`src/link_tx_ctrl_pkg.sv`:
```
package link_tx_ctrl_pkg;

  // register offsets on the control port
  localparam logic [11:0] soft_sync_off     = 12'h203;
  localparam logic [11:0] link_control_off  = 12'h204;
  localparam logic [11:0] link_test_sel_off = 12'h205;
  localparam logic [11:0] link_ident_off    = 12'h206;
  localparam logic [11:0] frame_end_off     = 12'h207;
  localparam logic [11:0] link_state_off    = 12'h20f;

  // reset values
  localparam logic [7:0] soft_sync_rst     = 8'h01;
  localparam logic [7:0] link_control_rst  = 8'h03;
  localparam logic [7:0] link_test_sel_rst = 8'h00;
  localparam logic [7:0] link_ident_rst    = 8'h00;
  localparam logic [7:0] frame_end_rst     = 8'h00;

  // link_control field positions and register write masks
  localparam int scrambler_on_pos         = 0;
  localparam int sample_number_format_pos = 1;
  localparam int sync_sel_lo_pos          = 2;
  localparam int upper_lane_map_sel_pos   = 4;
  localparam logic [7:0] link_control_mask = 8'h1f;
  localparam logic [7:0] test_sel_mask     = 8'h1f;
  localparam logic [7:0] frame_end_mask    = 8'h03;
  localparam logic [7:0] ident_even_mask   = 8'hfe;

  // sync source codes
  localparam logic [1:0] sync_src_se_pin = 2'h0;
  localparam logic [1:0] sync_src_ts_pin = 2'h1;
  localparam logic [1:0] sync_src_soft   = 2'h2;

  typedef enum logic [4:0] {
    tst_normal = 5'h00, tst_prbs7 = 5'h01, tst_prbs15 = 5'h02, tst_prbs23 = 5'h03,
    tst_ramp = 5'h04, tst_transport = 5'h05, tst_d21_5 = 5'h06, tst_k28_5 = 5'h07,
    tst_rep_ila = 5'h08, tst_mod_rpat = 5'h09, tst_low = 5'h0a, tst_high = 5'h0b,
    tst_prbs9 = 5'h0d, tst_prbs31 = 5'h0e, tst_clock = 5'h0f, tst_k28_7 = 5'h10
  } test_code_e;

  // lane words for the static patterns
  localparam logic [15:0] clock_pattern_word = 16'h00ff;
  localparam logic [15:0] all_low_word       = 16'h0000;
  localparam logic [15:0] all_high_word      = 16'hffff;

  // end-of-frame comma control characters
  localparam logic [7:0] k28_7_char = 8'hfc;
  localparam logic [7:0] k28_1_char = 8'h3c;
  localparam logic [7:0] k28_5_char = 8'hbc;

  typedef struct packed {
    logic [11:0] addr;
    logic [7:0]  wdata;
    logic        wr;
    logic        rd;
  } bus_req_s;

  typedef struct packed {
    logic [7:0] lane_on_a;
    logic [7:0] lane_on_b;
    logic       link_reset;
    logic       serializer_on;
    logic       link_clk_on;
  } lane_ctrl_s;

endpackage

```
`src/link_tx_ctrl_regs.sv`:
```
// Added by the designer: strobed register access.
`timescale 1ns/1ps

module link_tx_ctrl_regs (
  // clock and reset
  input  wire logic                          clk,
  input  wire logic                          rst_n,
  // control port
  input  wire link_tx_ctrl_pkg::bus_req_s    bus,
  output logic       [7:0]                   rdata,
  // sync pins, asynchronous
  input  wire logic                          single_ended_sync_pin,
  input  wire logic                          timestamp_pin,
  // neighbouring link logic, same clock
  input  wire logic                          link_interface_on,
  input  wire logic                          link_mode_64b66b,
  input  wire logic                          frame_end_slot,
  input  wire logic                          ila_second_mf,
  // link configuration out
  output link_tx_ctrl_pkg::lane_ctrl_s       lanes,
  output logic                               sync_request_n,
  output logic                               sample_number_format,
  output logic                               scramble_active,
  output link_tx_ctrl_pkg::test_code_e       test_mode,
  output logic       [15:0]                  test_word,
  output logic       [7:0]                   ila_ident_a,
  output logic       [7:0]                   ila_ident_b,
  output logic       [7:0]                   comma_char,
  output logic                               comma_insert
);

  typedef struct packed {
    logic [7:0]                    soft_sync;
    logic [7:0]                    link_control;
    logic [7:0]                    test_sel;
    logic [7:0]                    link_ident;
    logic [7:0]                    frame_end;
    logic [7:0]                    rdata;
    logic [1:0]                    se_sync;
    logic [1:0]                    ts_sync;
    link_tx_ctrl_pkg::lane_ctrl_s  lanes;
    logic                          sync_req_n;
    logic                          fmt;
    logic                          scrambler_on;
    link_tx_ctrl_pkg::test_code_e  tmode;
    logic [15:0]                   tword;
    logic [7:0]                    id_a;
    logic [7:0]                    id_b;
    logic [7:0]                    comma;
    logic                          comma_ins;
  } state_s;

  state_s st_q;
  state_s st_d;

  // reserved test codes fall back to normal data
  function automatic link_tx_ctrl_pkg::test_code_e decode_test(input logic [4:0] code);
    link_tx_ctrl_pkg::test_code_e t;
    t = link_tx_ctrl_pkg::tst_normal;
    if (code <= 5'h0b || (code >= 5'h0d && code <= 5'h10)) begin
      t = link_tx_ctrl_pkg::test_code_e'(code);
    end
    return t;
  endfunction

  function automatic logic [7:0] decode_comma(input logic [1:0] sel);
    logic [7:0] c;
    c = 8'h00;
    unique case (sel)
      2'h0: c = link_tx_ctrl_pkg::k28_7_char;
      2'h1: c = link_tx_ctrl_pkg::k28_1_char;
      2'h2: c = link_tx_ctrl_pkg::k28_5_char;
      2'h3: c = 8'h00;
    endcase
    return c;
  endfunction

  logic [1:0] sync_src;
  logic       upper_map;
  logic       pin_sync_n;
  logic [7:0] state_word;

  always_comb begin
    st_d = st_q;
    sync_src  = st_q.link_control[link_tx_ctrl_pkg::sync_sel_lo_pos +: 2];
    upper_map = st_q.link_control[link_tx_ctrl_pkg::upper_lane_map_sel_pos];

    // only the second stage is looked at by logic
    st_d.se_sync = {st_q.se_sync[0], single_ended_sync_pin};
    st_d.ts_sync = {st_q.ts_sync[0], timestamp_pin};

    if (bus.wr) begin
      unique case (bus.addr)
        link_tx_ctrl_pkg::soft_sync_off:
          st_d.soft_sync = {7'h00, bus.wdata[0]};
        link_tx_ctrl_pkg::link_control_off:
          st_d.link_control = bus.wdata & link_tx_ctrl_pkg::link_control_mask;
        link_tx_ctrl_pkg::link_test_sel_off:
          st_d.test_sel = bus.wdata & link_tx_ctrl_pkg::test_sel_mask;
        link_tx_ctrl_pkg::link_ident_off:
          st_d.link_ident = bus.wdata & link_tx_ctrl_pkg::ident_even_mask;
        link_tx_ctrl_pkg::frame_end_off:
          st_d.frame_end = bus.wdata & link_tx_ctrl_pkg::frame_end_mask;
        default: ;
      endcase
    end

    state_word = {2'h0, st_q.comma_ins, st_q.lanes.link_reset,
                  (st_q.tmode == link_tx_ctrl_pkg::tst_normal), st_q.fmt,
                  st_q.sync_req_n, st_q.scrambler_on};
    st_d.rdata = 8'h00;
    if (bus.rd) begin
      unique case (bus.addr)
        link_tx_ctrl_pkg::soft_sync_off:     st_d.rdata = st_q.soft_sync;
        link_tx_ctrl_pkg::link_control_off:  st_d.rdata = st_q.link_control;
        link_tx_ctrl_pkg::link_test_sel_off: st_d.rdata = st_q.test_sel;
        link_tx_ctrl_pkg::link_ident_off:    st_d.rdata = st_q.link_ident;
        link_tx_ctrl_pkg::frame_end_off:     st_d.rdata = st_q.frame_end;
        link_tx_ctrl_pkg::link_state_off:    st_d.rdata = state_word;
        default:                             st_d.rdata = 8'h00;
      endcase
    end

    // lanes and link power follow the interface enable
    st_d.lanes.link_reset    = !link_interface_on;
    st_d.lanes.serializer_on = link_interface_on;
    st_d.lanes.link_clk_on   = link_interface_on;
    st_d.lanes.lane_on_a     = 8'h00;
    st_d.lanes.lane_on_b     = 8'h00;
    if (link_interface_on) begin
      if (upper_map) begin
        st_d.lanes.lane_on_a = 8'hf0;
        st_d.lanes.lane_on_b = 8'hf0;
      end else begin
        st_d.lanes.lane_on_a = 8'h0f;
        st_d.lanes.lane_on_b = 8'h0f;
      end
    end

    // soft request always counts; pins only for their own source code
    unique case (sync_src)
      link_tx_ctrl_pkg::sync_src_se_pin: pin_sync_n = st_q.se_sync[1];
      link_tx_ctrl_pkg::sync_src_ts_pin: pin_sync_n = st_q.ts_sync[1];
      default:                           pin_sync_n = 1'b1;
    endcase
    st_d.sync_req_n = pin_sync_n & st_q.soft_sync[0];

    st_d.fmt = st_q.link_control[link_tx_ctrl_pkg::sample_number_format_pos];
    st_d.scrambler_on = link_mode_64b66b |
               st_q.link_control[link_tx_ctrl_pkg::scrambler_on_pos];

    st_d.tmode = decode_test(st_q.test_sel[4:0]);
    unique case (st_d.tmode)
      link_tx_ctrl_pkg::tst_low:   st_d.tword = link_tx_ctrl_pkg::all_low_word;
      link_tx_ctrl_pkg::tst_high:  st_d.tword = link_tx_ctrl_pkg::all_high_word;
      link_tx_ctrl_pkg::tst_clock: st_d.tword = link_tx_ctrl_pkg::clock_pattern_word;
      default:                     st_d.tword = link_tx_ctrl_pkg::all_low_word;
    endcase

    // identifiers shown only during the second ILA multiframe
    st_d.id_a = 8'h00;
    st_d.id_b = 8'h00;
    if (ila_second_mf && link_interface_on) begin
      st_d.id_a = st_q.link_ident;
      st_d.id_b = st_q.link_ident + 8'h01;
    end

    // comma goes out only where the stream offers a slot, never in 64b/66b
    st_d.comma     = decode_comma(st_q.frame_end[1:0]);
    st_d.comma_ins = frame_end_slot && link_interface_on && !link_mode_64b66b &&
                     (st_q.frame_end[1:0] != 2'h3);
  end

  always_ff @(posedge clk or negedge rst_n) begin
    if (!rst_n) begin
      st_q              <= '0;
      st_q.soft_sync    <= link_tx_ctrl_pkg::soft_sync_rst;
      st_q.link_control <= link_tx_ctrl_pkg::link_control_rst;
      st_q.test_sel     <= link_tx_ctrl_pkg::link_test_sel_rst;
      st_q.link_ident   <= link_tx_ctrl_pkg::link_ident_rst;
      st_q.frame_end    <= link_tx_ctrl_pkg::frame_end_rst;
      st_q.se_sync      <= 2'h3;
      st_q.ts_sync      <= 2'h3;
      st_q.sync_req_n   <= 1'b1;
      st_q.fmt          <= 1'b1;
      st_q.scrambler_on          <= 1'b1;
      st_q.lanes.link_reset <= 1'b1;
      st_q.tmode        <= link_tx_ctrl_pkg::tst_normal;
      st_q.comma        <= link_tx_ctrl_pkg::k28_7_char;
    end else begin
      st_q <= st_d;
    end
  end

  assign rdata                = st_q.rdata;
  assign lanes                = st_q.lanes;
  assign sync_request_n       = st_q.sync_req_n;
  assign sample_number_format = st_q.fmt;
  assign scramble_active      = st_q.scrambler_on;
  assign test_mode            = st_q.tmode;
  assign test_word            = st_q.tword;
  assign ila_ident_a          = st_q.id_a;
  assign ila_ident_b          = st_q.id_b;
  assign comma_char           = st_q.comma;
  assign comma_insert         = st_q.comma_ins;
endmodule

```
`config.mk`:
```
export PLATFORM = sky130hd
export DESIGN_NAME = link_tx_ctrl_regs
export DESIGN_NICKNAME = d
export VERILOG_FILES = /design/src/link_tx_ctrl_pkg.sv /design/src/link_tx_ctrl_regs.sv
export SDC_FILE = /design/constraint.sdc
export NUM_CORES = 1
export LEC_CHECK = 0
export BUFFER_PORTS_ARGS = -buffer_cell sky130_fd_sc_hd__buf_4
export CELL_PAD_IN_SITES_DETAIL_PLACEMENT = 0
export CELL_PAD_IN_SITES_GLOBAL_PLACEMENT = 1
export CORE_MARGIN = 3
export CORE_UTILIZATION = 35
export CTS_BUF_LIST = sky130_fd_sc_hd__clkbuf_4 sky130_fd_sc_hd__clkbuf_8
export DETAILED_ROUTE_END_ITERATION = 6
export GPL_TIMING_DRIVEN = 0
export PLACE_DENSITY_LB_ADDON = 0.1
export SYNTH_ARGS = -nofsm -noshare
export SYNTH_HDL_FRONTEND = slang
export SYNTH_SLANG_ARGS = --single-unit
```
`constraint.sdc`:
```
create_clock -name clk -period 1.2 [get_ports clk]
set_input_delay 0.12 -clock clk [delete_from_list [all_inputs] [get_ports clk]]
set_output_delay 0.12 -clock clk [all_outputs]
set_load 0.005 [all_outputs]
```
==> results of run 1 <==
## per-stage QoR
| stage | hold WS (ns) | setup WS, ns | instances |
|---|---|---|---|
| 2_1_floorplan | -0.176 | -0.0281 | 236 |
| 3_3_place_gp | 0.224 | -0.264 | 438 |
| 3_5_place_dp | 0.224 | -0.268 | 438 |
| 4_1_cts | 0.00840 | -0.0199 | 461 |
| 5_1_grt | 0.0148 | -0.0593 | 461 |
| 6_report | 0.0277 | -0.00476 | 461 |
## registers in the layout, indices dropped and copies added, names as in the netlist
signal / flops
st_q: 21
comma_char: 3
ila_ident_a: 1
sync_request_n: 1
lanes: 4
rdata: 8
scramble_active: 1
test_mode: 5
st_d: 3
test_word: 2
sample_number_format: 1
comma_insert: 1
ila_ident_b: 7
## synth_stat cells (2+ instances only)
library cell / n / area, µm²
nand4_4: 2 / 42.5
nor2_1: 13 / 48.8
nand3_1: 2 / 10.0
and4b_1: 2 / 20.0
buf_6: 2 / 22.5
nor2b_1: 4 / 25.0
dfstp_2: 14 / 368
nand4_1: 2 / 12.5
and2_1: 4 / 25.0
inv_1: 3 / 11.3
nand2_1: 2 / 7.51
o2bb2ai_1: 3 / 26.3
a22oi_1: 4 / 30.0
buf_4: 73 / 548
nand2b_1: 3 / 18.8
a21oi_1: 3 / 15.0
dfrtp_1: 44 / 1100
mux2_2: 20 / 225
and3_1: 12 / 75.1
mux2i_1: 3 / 30.0
nand3b_1: 2 / 15.0
clkbuf_1: 2 / 7.51
## cells by family (layout without fill, tap and decap cells)
family / count (synthesis) / in the layout / synth area share
compound gates: 14 / 14 / 0.0368
fa+ha+maj: 1 / 1 / 0.00355
buf+inv: 81 / 204 / 0.211
flops: 58 / 58 / 0.520
mux: 25 / 25 / 0.102
other cells: 1 / 3 / 0.00133
simple gates: 54 / 54 / 0.125
## how the worst max path moves through the flow
| stage | from | endpoint | slack [ns] | cells after the start |
|---|---|---|---|---|
| after detailed placement | bus[15] | st_q[80] | -0.27 | 6 |
| after CTS | comma_char[5] | comma_char[3] | -0.02 | 2 |
| after floorplan | bus[15] | st_q[95] | -0.03 | 5 |
| after global routing | st_q[81] | rdata[1] | -0.06 | 3 |
| after global placement | bus[15] | st_q[80] | -0.26 | 6 |
| final | st_q[81] | rdata[1] | -0.005 | 3 |
## power by group through the flow
stage                     Combinational [mW]  Sequential, mW  Clock (mW)
after CTS                              0.300            2.00        1.88
after global placement                 0.283            2.04           0
after global routing                   0.347            2.01        1.97
after floorplan                        0.106            2.03           0
after detailed placement               0.285            2.04           0
final                                  0.312            2.00        1.81
## what timing repair did
action	4_1_cts	5_1_grt
endpoints found under the hold margin	48	0
hold buffers	5	0
gates cloned	0	0
endpoints found under the setup margin	37	38
resized for setup	5	66
setup buffers	2	1
## per-layer routing
metal,GRT usage,share of wire,vias up
li1,-,-,954
met3,0.0258,0.054,5
met1,0.178,0.44,902
met5,0,0,-
met2,0.211,0.49,56
met4,0.0711,0.0092,0
## cell usage in the layout (no fill, tap or decap), types with 2 or more instances in the layout
| cell | instances |
|---|---|
| a21oi_1 | 3 |
| a22oi_1 | 3 |
| and2_1 | 4 |
| and3_1 | 12 |
| and4b_1 | 2 |
| buf_4 | 109 |
| buf_6 | 68 |
| clkbuf_1 | 2 |
| clkbuf_8 | 11 |
| clkinv_2 | 3 |
| conb_1 | 3 |
| dfrtp_1 | 40 |
| dfrtp_2 | 4 |
| dfstp_2 | 14 |
| dlygate4sd3_1 | 5 |
| inv_1 | 3 |
| mux2_2 | 20 |
| mux2i_1 | 3 |
| nand2_1 | 2 |
| nand2b_1 | 3 |
| nand3_1 | 2 |
| nand3b_1 | 2 |
| nand4_1 | 2 |
| nand4_4 | 2 |
| nor2_1 | 13 |
| nor2b_1 | 4 |
| o2bb2ai_1 | 3 |
## cell type report
type / instances / area (µm²)
inverters: 3 / 11.3
multi-input cells: 97 / 776
flip-flops and latches: 58 / 1470
clock buffers: 11 / 151
repair buffers: 108 / 947
clock inverters: 5 / 52.6
fillers: 721 / 3530
well taps: 102 / 128
plain buffers: 77 / 699
==> summary.md, run 1 <==
| Metric | Value |
|---|---|
| Status | `complete, but fails checks` |
| Violations in the final reports | `setup timing` |
| Power share of the clock group | `0.439` |
| Clk root buf | `clkbuf_8` |
| Final ANT Viol Nets | `0` |
| Vias per inst | `between 4 and 5` |
| Crit-path cells | `mux4_2, a22oi_2, nor2_1` |
| CP Class | `reg2reg` |
| Worst Path Buf+Inv | `0` |
| Comb power frac | `0.076` |
| Gpl congestion | `~0.76` |
| R2r setup slk | `-0.005 ns` |
| Ys async rst share | `1.00` |
| Final HPWL DP | `between 4000 and 5000 µm` |
| Max-slew violations | `0` |
| DRC Markers | `0` |
| Num Clock Sinks | `between 50 and 60` |
| Syn Std Cell Area | `between 2000 and 3000 µm²` |
| CP arrival | `approximately 1.4 ns` |
| Flop and latch count out of synthesis | `58` |
| Crit path capture type | `flop` |
| Diode count | `0` |
| Port Buffers | `100` |
| Count of cell types in the netlist | `37` |
| Die W | `95.8 µm` |
| Hold worst-path end | `st_q[95]` |
| Total die area | `between 9000 and 10000 µm²` |
| Setup TNS | `-0.0104 ns` |
| Delay-heaviest family, CP | `multiplexers` |
| Global-route wire length before repair | `just over 9000 µm` |
| Worst slew margin | `0.520` |
| VDD IR max | `approximately 0.66 mV` |
| Max_cap viols | `0` |
| Worst r2r path cells | `3` |
| CP required | `about 1.4 ns` |
| Max H-tree Level | `3` |
| Post-layout min period | `1.20 ns` |
| I/O pin cnt | `between 100 and 150` |
| Cell row count | `32` |
| Core box area | `between 7000 and 8000 µm²` |
| Setup slack after layout | `-0.00476 ns` |
| Fin area | `around 4200 µm²` |
| DR pass1 iterations | `4` |
| Worst-Skew Late Latency | `approximately 0.32 ns` |
| Clock Tree Buf Depth | `2` |
| Power density cells | `approximately 1000 nW/µm²` |
| Initial Utilization | `0.363` |
| Crit-path max FO | `2` |
| Placement Cell Area | `between 3000 and 4000 µm²` |
| CTS tree | `done` |
| Max incr delay on CP | `~0.48 ns` |
| Sequential share of power | `0.485` |
| Slowest-stage cell, CP | `mux4_2` |
| Largest net degree at the start of global routing | `59` |
| Ys Warns | `0` |
| Synth Instances | `between 200 and 250` |
| TritonCTS Buffers | `9` |
| Final Skew | `~0.0044 ns` |
| Area delta synth->final | `50.2%` |
| Layout cells sized above 1 | `0.669` |
| Sw frac | `0.219` |
| Mapped Avg Cell Area | `12.1 µm²` |
| NetSw | `0.904 mW` |
| Post-synth EDFFs | `0` |
| CP Launch Type | `flop` |
| DR vias | `between 1500 and 2000` |
| Remaining global-route overflow | `0` |
| Hold Crit Depth | `2` |
| Net count, final | `roughly 380` |
| Die H | `95.8 µm` |
| Final core utilization | `0.546` |
| Worst slew pin tran | `roughly 0.72 ns` |
| P_leak | `approximately 2.2 nW` |
| Worst min path class | `in2reg` |
| Internal power | `3.23 mW` |
| Hold Startpoint | `bus[9]` |
| Final Hold Fails | `0` |
| Fmax | `approximately 830 MHz` |
| Post-synthesis sequential area ratio | `0.520` |
| Most used flip-flop cell after synthesis | `dfrtp_1` |
| Routed wire length | `~6000 µm` |
| R2R Path End | `rdata[1]` |
| Total Power | `approximately 4.1 mW` |
| GRT Total Usage | `0.135` |
| RSZ-0062 raised after global routing | `true` |
| Crit share post-route | `1.00` |
| DR WL/cell | `13.4 µm` |
| Vias in the first global route | `about 1900` |
| Initial antenna violation count | `0` |
| 1st-iter DRT viols | `30` |
| Clock-pin slew on the worst setup and hold paths | `0.07 ns` |
| Final setup viols | `4` |
| Reg-to-reg startpoint | `st_q[81]` |
Note: power is estimated with default switching activity, not from simulation.
==> inputs of run 2 (changes only) <==
Settings changed: CTS_CLUSTER_SIZE from default to 40, REMOVE_ABC_BUFFERS from default to 1.
==> summary.md, run 2 (synthesis results as in run 1) <==
| Metric | Value |
|---|---|
| Max H-tree Level | `3 (unchanged)` |
| VDD IR max | `0.745 mV (+13%)` |
| Power density cells | `1270 nW/µm² (+30%)` |
| Worst slew pin tran | `0.705 ns (-0.0147 ns)` |
| Worst min path class | `in2reg` |
| TritonCTS Buffers | `9 (unchanged)` |
| R2r setup slk | `0.02 ns (+0.03 ns)` |
| Max reg flops | `21 (unchanged)` |
| Worst-Skew Late Latency | `0.33 ns (about the same)` |
| Sequential share of power | `0.445 (-0.040)` |
| Num Clock Sinks | `58 (unchanged)` |
| Fin area | `3540 µm² (-16%)` |
| Critical Path Source | `st_q[81]` |
| R2R Path End | `rdata[1]` |
| Max-slew violations | `0 (unchanged)` |
| Port Buffers | `102 (+2.0%)` |
| Worst r2r path cells | `3 (unchanged)` |
| Vias per inst | `4.33 (+4.0%)` |
| Delay-heaviest family, CP | `multiplexers` |
| Global-route wire length before repair | `8870 µm (-4.0%)` |
| RSZ-0062 raised after global routing | `true` |
| Routed wire length | `5730 µm (-7.1%)` |
| Worst Path Buf+Inv | `0 (unchanged)` |
| Setup TNS | `0 ns (+0.0104 ns)` |
| Clock-pin slew on the worst setup and hold paths | `0.07 ns (about the same)` |
| Slowest-stage cell, CP | `mux4_2` |
| DRC Markers | `0 (unchanged)` |
| Diode count | `0 (unchanged)` |
| CP arrival | `1.39 ns (-0.02 ns)` |
| DR WL/cell | `14.7 µm (+10%)` |
| P_leak | `1.81 nW (-18%)` |
| Max incr delay on CP | `0.48 ns (about the same)` |
| Total die area | `9180 µm² (unchanged)` |
| Die H | `95.8 µm (unchanged)` |
| Clock Tree Buf Depth | `2 (unchanged)` |
| Crit-path max FO | `2 (unchanged)` |
| Remaining global-route overflow | `0 (unchanged)` |
| Final setup viols | `0 (-4)` |
| Worst slew margin | `0.530 (+0.00980)` |
| Vias in the first global route | `1652 (-11%)` |
| Final ANT Viol Nets | `0 (unchanged)` |
| Cell row count | `32 (unchanged)` |
| Final HPWL DP | `4180 µm (-8.2%)` |
| Critical path depth | `3 (unchanged)` |
| Clk root buf | `clkbuf_8` |
| Fmax | `850 MHz (+2.4%)` |
| Crit-path cells | `mux4_2, a22oi_2, nor2_1` |
| Post-layout min period | `1.18 ns (-0.0283 ns)` |
| 1st-iter DRT viols | `51 (+70%)` |
| Max_cap viols | `0 (unchanged)` |
| Initial antenna violation count | `0 (unchanged)` |
| DP Cell Count | `362 (-17%)` |
| Power share of the clock group | `0.498 (+0.059)` |
| Final core utilization | `0.456 (-0.0894)` |
| CP Class | `reg2reg` |
| Initial Utilization | `0.363 (unchanged)` |
| Net count, final | `312 (-19%)` |
| Status | `finished clean` |
| Crit share post-route | `0.980 (-0.0236)` |
| Die W | `95.8 µm (unchanged)` |
| Hold_ws | `0.0268 ns (-0.000940 ns)` |
| Final Skew | `0.00980 ns (+0.00540 ns)` |
| CTS tree | `done` |
| Crit path to | `rdata[1]` |
| NetSw | `0.940 mW (+3.9%)` |
| Crit path capture type | `flop` |
| Internal power | `3.56 mW (+10%)` |
| Sw frac | `0.209 (-0.0100)` |
| GRT Total Usage | `0.130 (-0.00500)` |
| Comb power frac | `0.058 (-0.018)` |
| Largest Register | `st_q` |
| DR vias | `1683 (-12%)` |
| Area delta synth->final | `25.6%` |
| Core box area | `7770 µm² (unchanged)` |
| Reg-to-reg startpoint | `st_q[81]` |
| Placement Cell Area | `3140 µm² (-15%)` |
| Commonest non-fill, non-tap cell in the layout | `buf_4` |
| Final Hold Fails | `0 (unchanged)` |
| Largest net degree at the start of global routing | `59 (unchanged)` |
| Gpl congestion | `0.747 (-2.2%)` |
| I/O pin cnt | `106 (unchanged)` |
| Most frequent cells in the layout | `105 x buf_4, 44 x dfrtp_1, 19 x mux2_2, 14 x dfstp_2, 13 x nor2_1` |
| Layout cells sized above 1 | `0.592 (-0.0762)` |
| Finished Layout Cells | `389 (-16%)` |
| CP required | `1.41 ns (about the same)` |
| CP Launch Type | `flop` |
| DR pass1 iterations | `4 (unchanged)` |
run 2: cell types whose count changed in the layout (fill, tap and decap cells not counted), moves of 2 or more:
| cell | delta |
|---|---|
| buf_6 | -66 |
| buf_4 | -4 |
| dfrtp_1 | +4 |
| dfrtp_2 | -4 |
| clkinv_2 | -3 |
| bufinv_16 | +2 |
| clkbuf_1 | -2 |
run 2: how the worst min path moves through the flow:
stage                       from           end  slack (ns)  cells after the start
after global placement     rst_n      lanes[0]        0.23                      1
after global routing      bus[7]      st_q[93]        0.01                      2
after floorplan            rst_n  comma_insert       -0.18                      0
final                     bus[7]      st_q[93]        0.03                      2
after CTS                 bus[7]      st_q[93]        0.01                      2
after detailed placement   rst_n     lanes[17]        0.23                      1
run 2: final cells by class:
type                       instances  area, µm²
fill                             746       4220
sequential                        58       1470
timing repair buffer             113        881
multi-input combinational         97        805
clock buffer                      10        138
tap                              102        128
clock inverter                     6        114
inverter                           3       11.3
run 2: power groups by stage:
stage               registers (mW)  clock network [mW]  logic, mW
CTS                           2.00                2.29      0.262
global route                  2.00                2.39      0.291
finish                        2.00                2.24      0.260
floorplan                     2.04                   0     0.0463
global placement              2.03                   0      0.243
detailed placement            2.04                   0      0.243
run 2: metal layers:
| metal | routed length [µm] | vias up | global-route usage |
|---|---|---|---|
| li1 | - | 811 | - |
| met1 | 2530 | 813 | 0.169 |
| met2 | 2800 | 47 | 0.203 |
| met3 | 301 | 12 | 0.0328 |
| met4 | 100 | 0 | 0.0604 |
| met5 | 0 | - | 0 |
run 2: what timing repair did:
item / 4_1_cts / 5_1_grt
cloned: 0 / 0
resized for setup: 7 / 4
endpoints found under the setup margin: 23 / 20
buffers inserted: 4 / 2
hold endpoints to repair: 49 / 0
pin swaps: 3 / 5
hold buffers: 5 / 0
run 2: stage by stage:
step | worst slack, ns | total power [mW]
2_1_floorplan | -0.181 | 2.08
3_3_place_gp | -0.511 | 2.28
3_5_place_dp | -0.520 | 2.28
4_1_cts | -0.000853 | 4.55
5_1_grt | -0.0209 | 4.68
6_report | 0.0236 | 4.50
==> inputs of run 3 (changes only) <==
Settings changed: ABC_CLOCK_PERIOD_IN_PS from default to 1500, CORE_UTILIZATION 35 to 42.
Clock period 1.2 ns to 1.5 ns, I/O delays scaled along.
==> summary.md, run 3 (synthesis results as in run 1) <==
| Metric | Value |
|---|---|
| Largest Register | `st_q` |
| Final ANT Viol Nets | `0 (unchanged)` |
| CP required | `1.71 ns (+0.30 ns)` |
| Clock-pin slew on the worst setup and hold paths | `0.06 ns (about the same)` |
| Crit share post-route | `0.902` |
| Vias in the first global route | `1680 (+1.7%)` |
| Die W | `88.0 µm (-8.2%)` |
| CP arrival | `1.56 ns (+0.17 ns)` |
| Multi-input gate area | `767 µm² (-4.7%)` |
| CP Class | `in2reg` |
| Worst slew margin | `0.529 (-0.00117)` |
| Core box area | `6420 µm² (-17%)` |
| Finished Layout Cells | `357 (-8.2%)` |
| Cell row count | `29 (-9.4%)` |
| Diode count | `0 (unchanged)` |
| Num Clock Sinks | `58 (unchanged)` |
| Most frequent cells in the layout | `102 x buf_4, 44 x dfrtp_1, 20 x mux2_2, 14 x dfstp_2, 13 x nor2_1` |
| Initial antenna violation count | `0 (unchanged)` |
| Worst slew pin tran | `0.707 ns (+0.00176 ns)` |
| Fmax | `between 700 and 800 MHz` |
| Gpl congestion | `0.708 (-5.2%)` |
| Post-layout min period | `1.35 ns` |
| Slowest-stage cell, CP | `and4b_1` |
| Crit-path max FO | `7 (+5)` |
| Total die area | `7740 µm² (-16%)` |
| Clock Tree Buf Depth | `2 (unchanged)` |
| VDD IR max | `0.593 mV (-20%)` |
| DR vias | `1645 (-2.3%)` |
| DR pass1 iterations | `4 (unchanged)` |
| Final Hold Fails | `0 (unchanged)` |
| Die H | `88.0 µm (-8.2%)` |
| Fill cells | `593 (-21%)` |
| Max-slew violations | `0 (unchanged)` |
| Fin area | `3380 µm² (-4.6%)` |
| Final setup viols | `0 (unchanged)` |
| Routed wire length | `5510 µm (-3.8%)` |
| Crit path capture type | `flop` |
| Clk root buf | `clkbuf_8` |
| Final Skew | `0.00708 ns (-0.00272 ns)` |
| Vias per inst | `4.61 (+6.5%)` |
| Area delta synth->final | `19.8%` |
| CP Launch Type | `input pin` |
| Port Buffers | `102 (unchanged)` |
| DRC Markers | `0 (unchanged)` |
| GRT Total Usage | `0.147 (+0.0169)` |
| Worst-Skew Late Latency | `0.32 ns (about the same)` |
| Initial Utilization | `0.440 (+0.0761)` |
| Worst min path class | `in2reg` |
| Global-route wire length before repair | `8560 µm (-3.4%)` |
| Power density cells | `1010 nW/µm² (-20%)` |
| Max reg flops | `21 (unchanged)` |
| Max H-tree Level | `3 (unchanged)` |
| Crit-path cells | `buf_4, nor4_1, and4b_1, nand4_1, mux2_2` |
| Max_cap viols | `0 (unchanged)` |
| RSZ-0062 raised after global routing | `false` |
| DR WL/cell | `15.4 µm (+4.8%)` |
| Status | `finished clean` |
| Setup bufs post-CTS | `0 (-4)` |
| DP Cell Count | `337 (-6.9%)` |
| Net count, final | `305 (-2.2%)` |
| Largest net degree at the start of global routing | `59 (unchanged)` |
| Max incr delay on CP | `0.50 ns (+0.02 ns)` |
| Final HPWL DP | `4050 µm (-3.0%)` |
| Reg area | `1470 µm² (unchanged)` |
| CTS tree | `done` |
| Layout cells sized above 1 | `0.564 (-0.0280)` |
| Commonest non-fill, non-tap cell in the layout | `buf_4` |
| I/O pin cnt | `106 (unchanged)` |
| 1st-iter DRT viols | `35 (-31%)` |
| TritonCTS Buffers | `9 (unchanged)` |
| Placement Cell Area | `3110 µm² (-1.0%)` |
| P_leak | `1.76 nW (-2.8%)` |
| Remaining global-route overflow | `0 (unchanged)` |
[run 3: through the flow]
step	TNS (ns)	hold slack [ns]	util	power (mW)	setup slack (ns)
6_report	0	0.0304	0.527	3.43	0.148
4_1_cts	0	0.0164	0.527	3.47	0.144
5_1_grt	0	0.0178	0.527	3.57	0.0622
2_1_floorplan	0	-0.146	-	1.67	0.0892
3_3_place_gp	-4.52	0.249	0.484	1.82	-0.233
3_5_place_dp	-3.96	0.251	0.484	1.82	-0.210
[run 3: path summary, 6_finish.rpt]
path	startpoint	endpoint	slack, ns	cells after the start
max	bus[15]	st_q[80]	0.15	5
min	link_mode_64b66b	scramble_active	0.03	2
max reg2reg	st_q[97]	rdata[1]	0.22	3
min reg2reg	st_d[69]	st_q[69]	0.36	0
max in group asynchronous	rst_n	st_q[81]	0.61	2
min in group asynchronous	rst_n	lanes[17]	0.42	2
[run 3: layer usage]
metal / vias to the layer above / GRT usage / wire length [µm]
met3: 9 / 0.0376 / 268
met1: 783 / 0.198 / 2490
met5: - / 0 / 0
met4: 0 / 0.0628 / 94
met2: 52 / 0.225 / 2650
li1: 801 / - / -
[run 3: final cells by class]
type / instances / area share
clock inverter: 4 / 0.0218
timing repair buffer: 106 / 0.238
sequential: 58 / 0.434
inverter: 3 / 0.00333
multi-input combinational: 97 / 0.227
clock buffer: 12 / 0.0470
tap: 77 / 0.0285
[run 3: power breakdown]
group	leakage (nW)	switching (mW)	total (mW)	internal, mW
Combinational	0.886	0.0972	0.196	0.0992
Clock	0.120	0.585	1.63	1.04
Sequential	0.755	0.0110	1.60	1.59
Total	1.76	0.693	3.43	2.73
[run 3: critical path: cells and delay by family]
kind / cells / cell delay, ns
buffers and inverters: 1 / 0.11
and+or+nand+nor: 3 / 0.98
muxes: 1 / 0.32
[run 3: what timing repair did]
| action | CTS | global route |
|---|---|---|
| gates resized for setup | 0 | 0 |
| endpoints found under the hold margin | 47 | 0 |
| hold buffers | 4 | 0 |
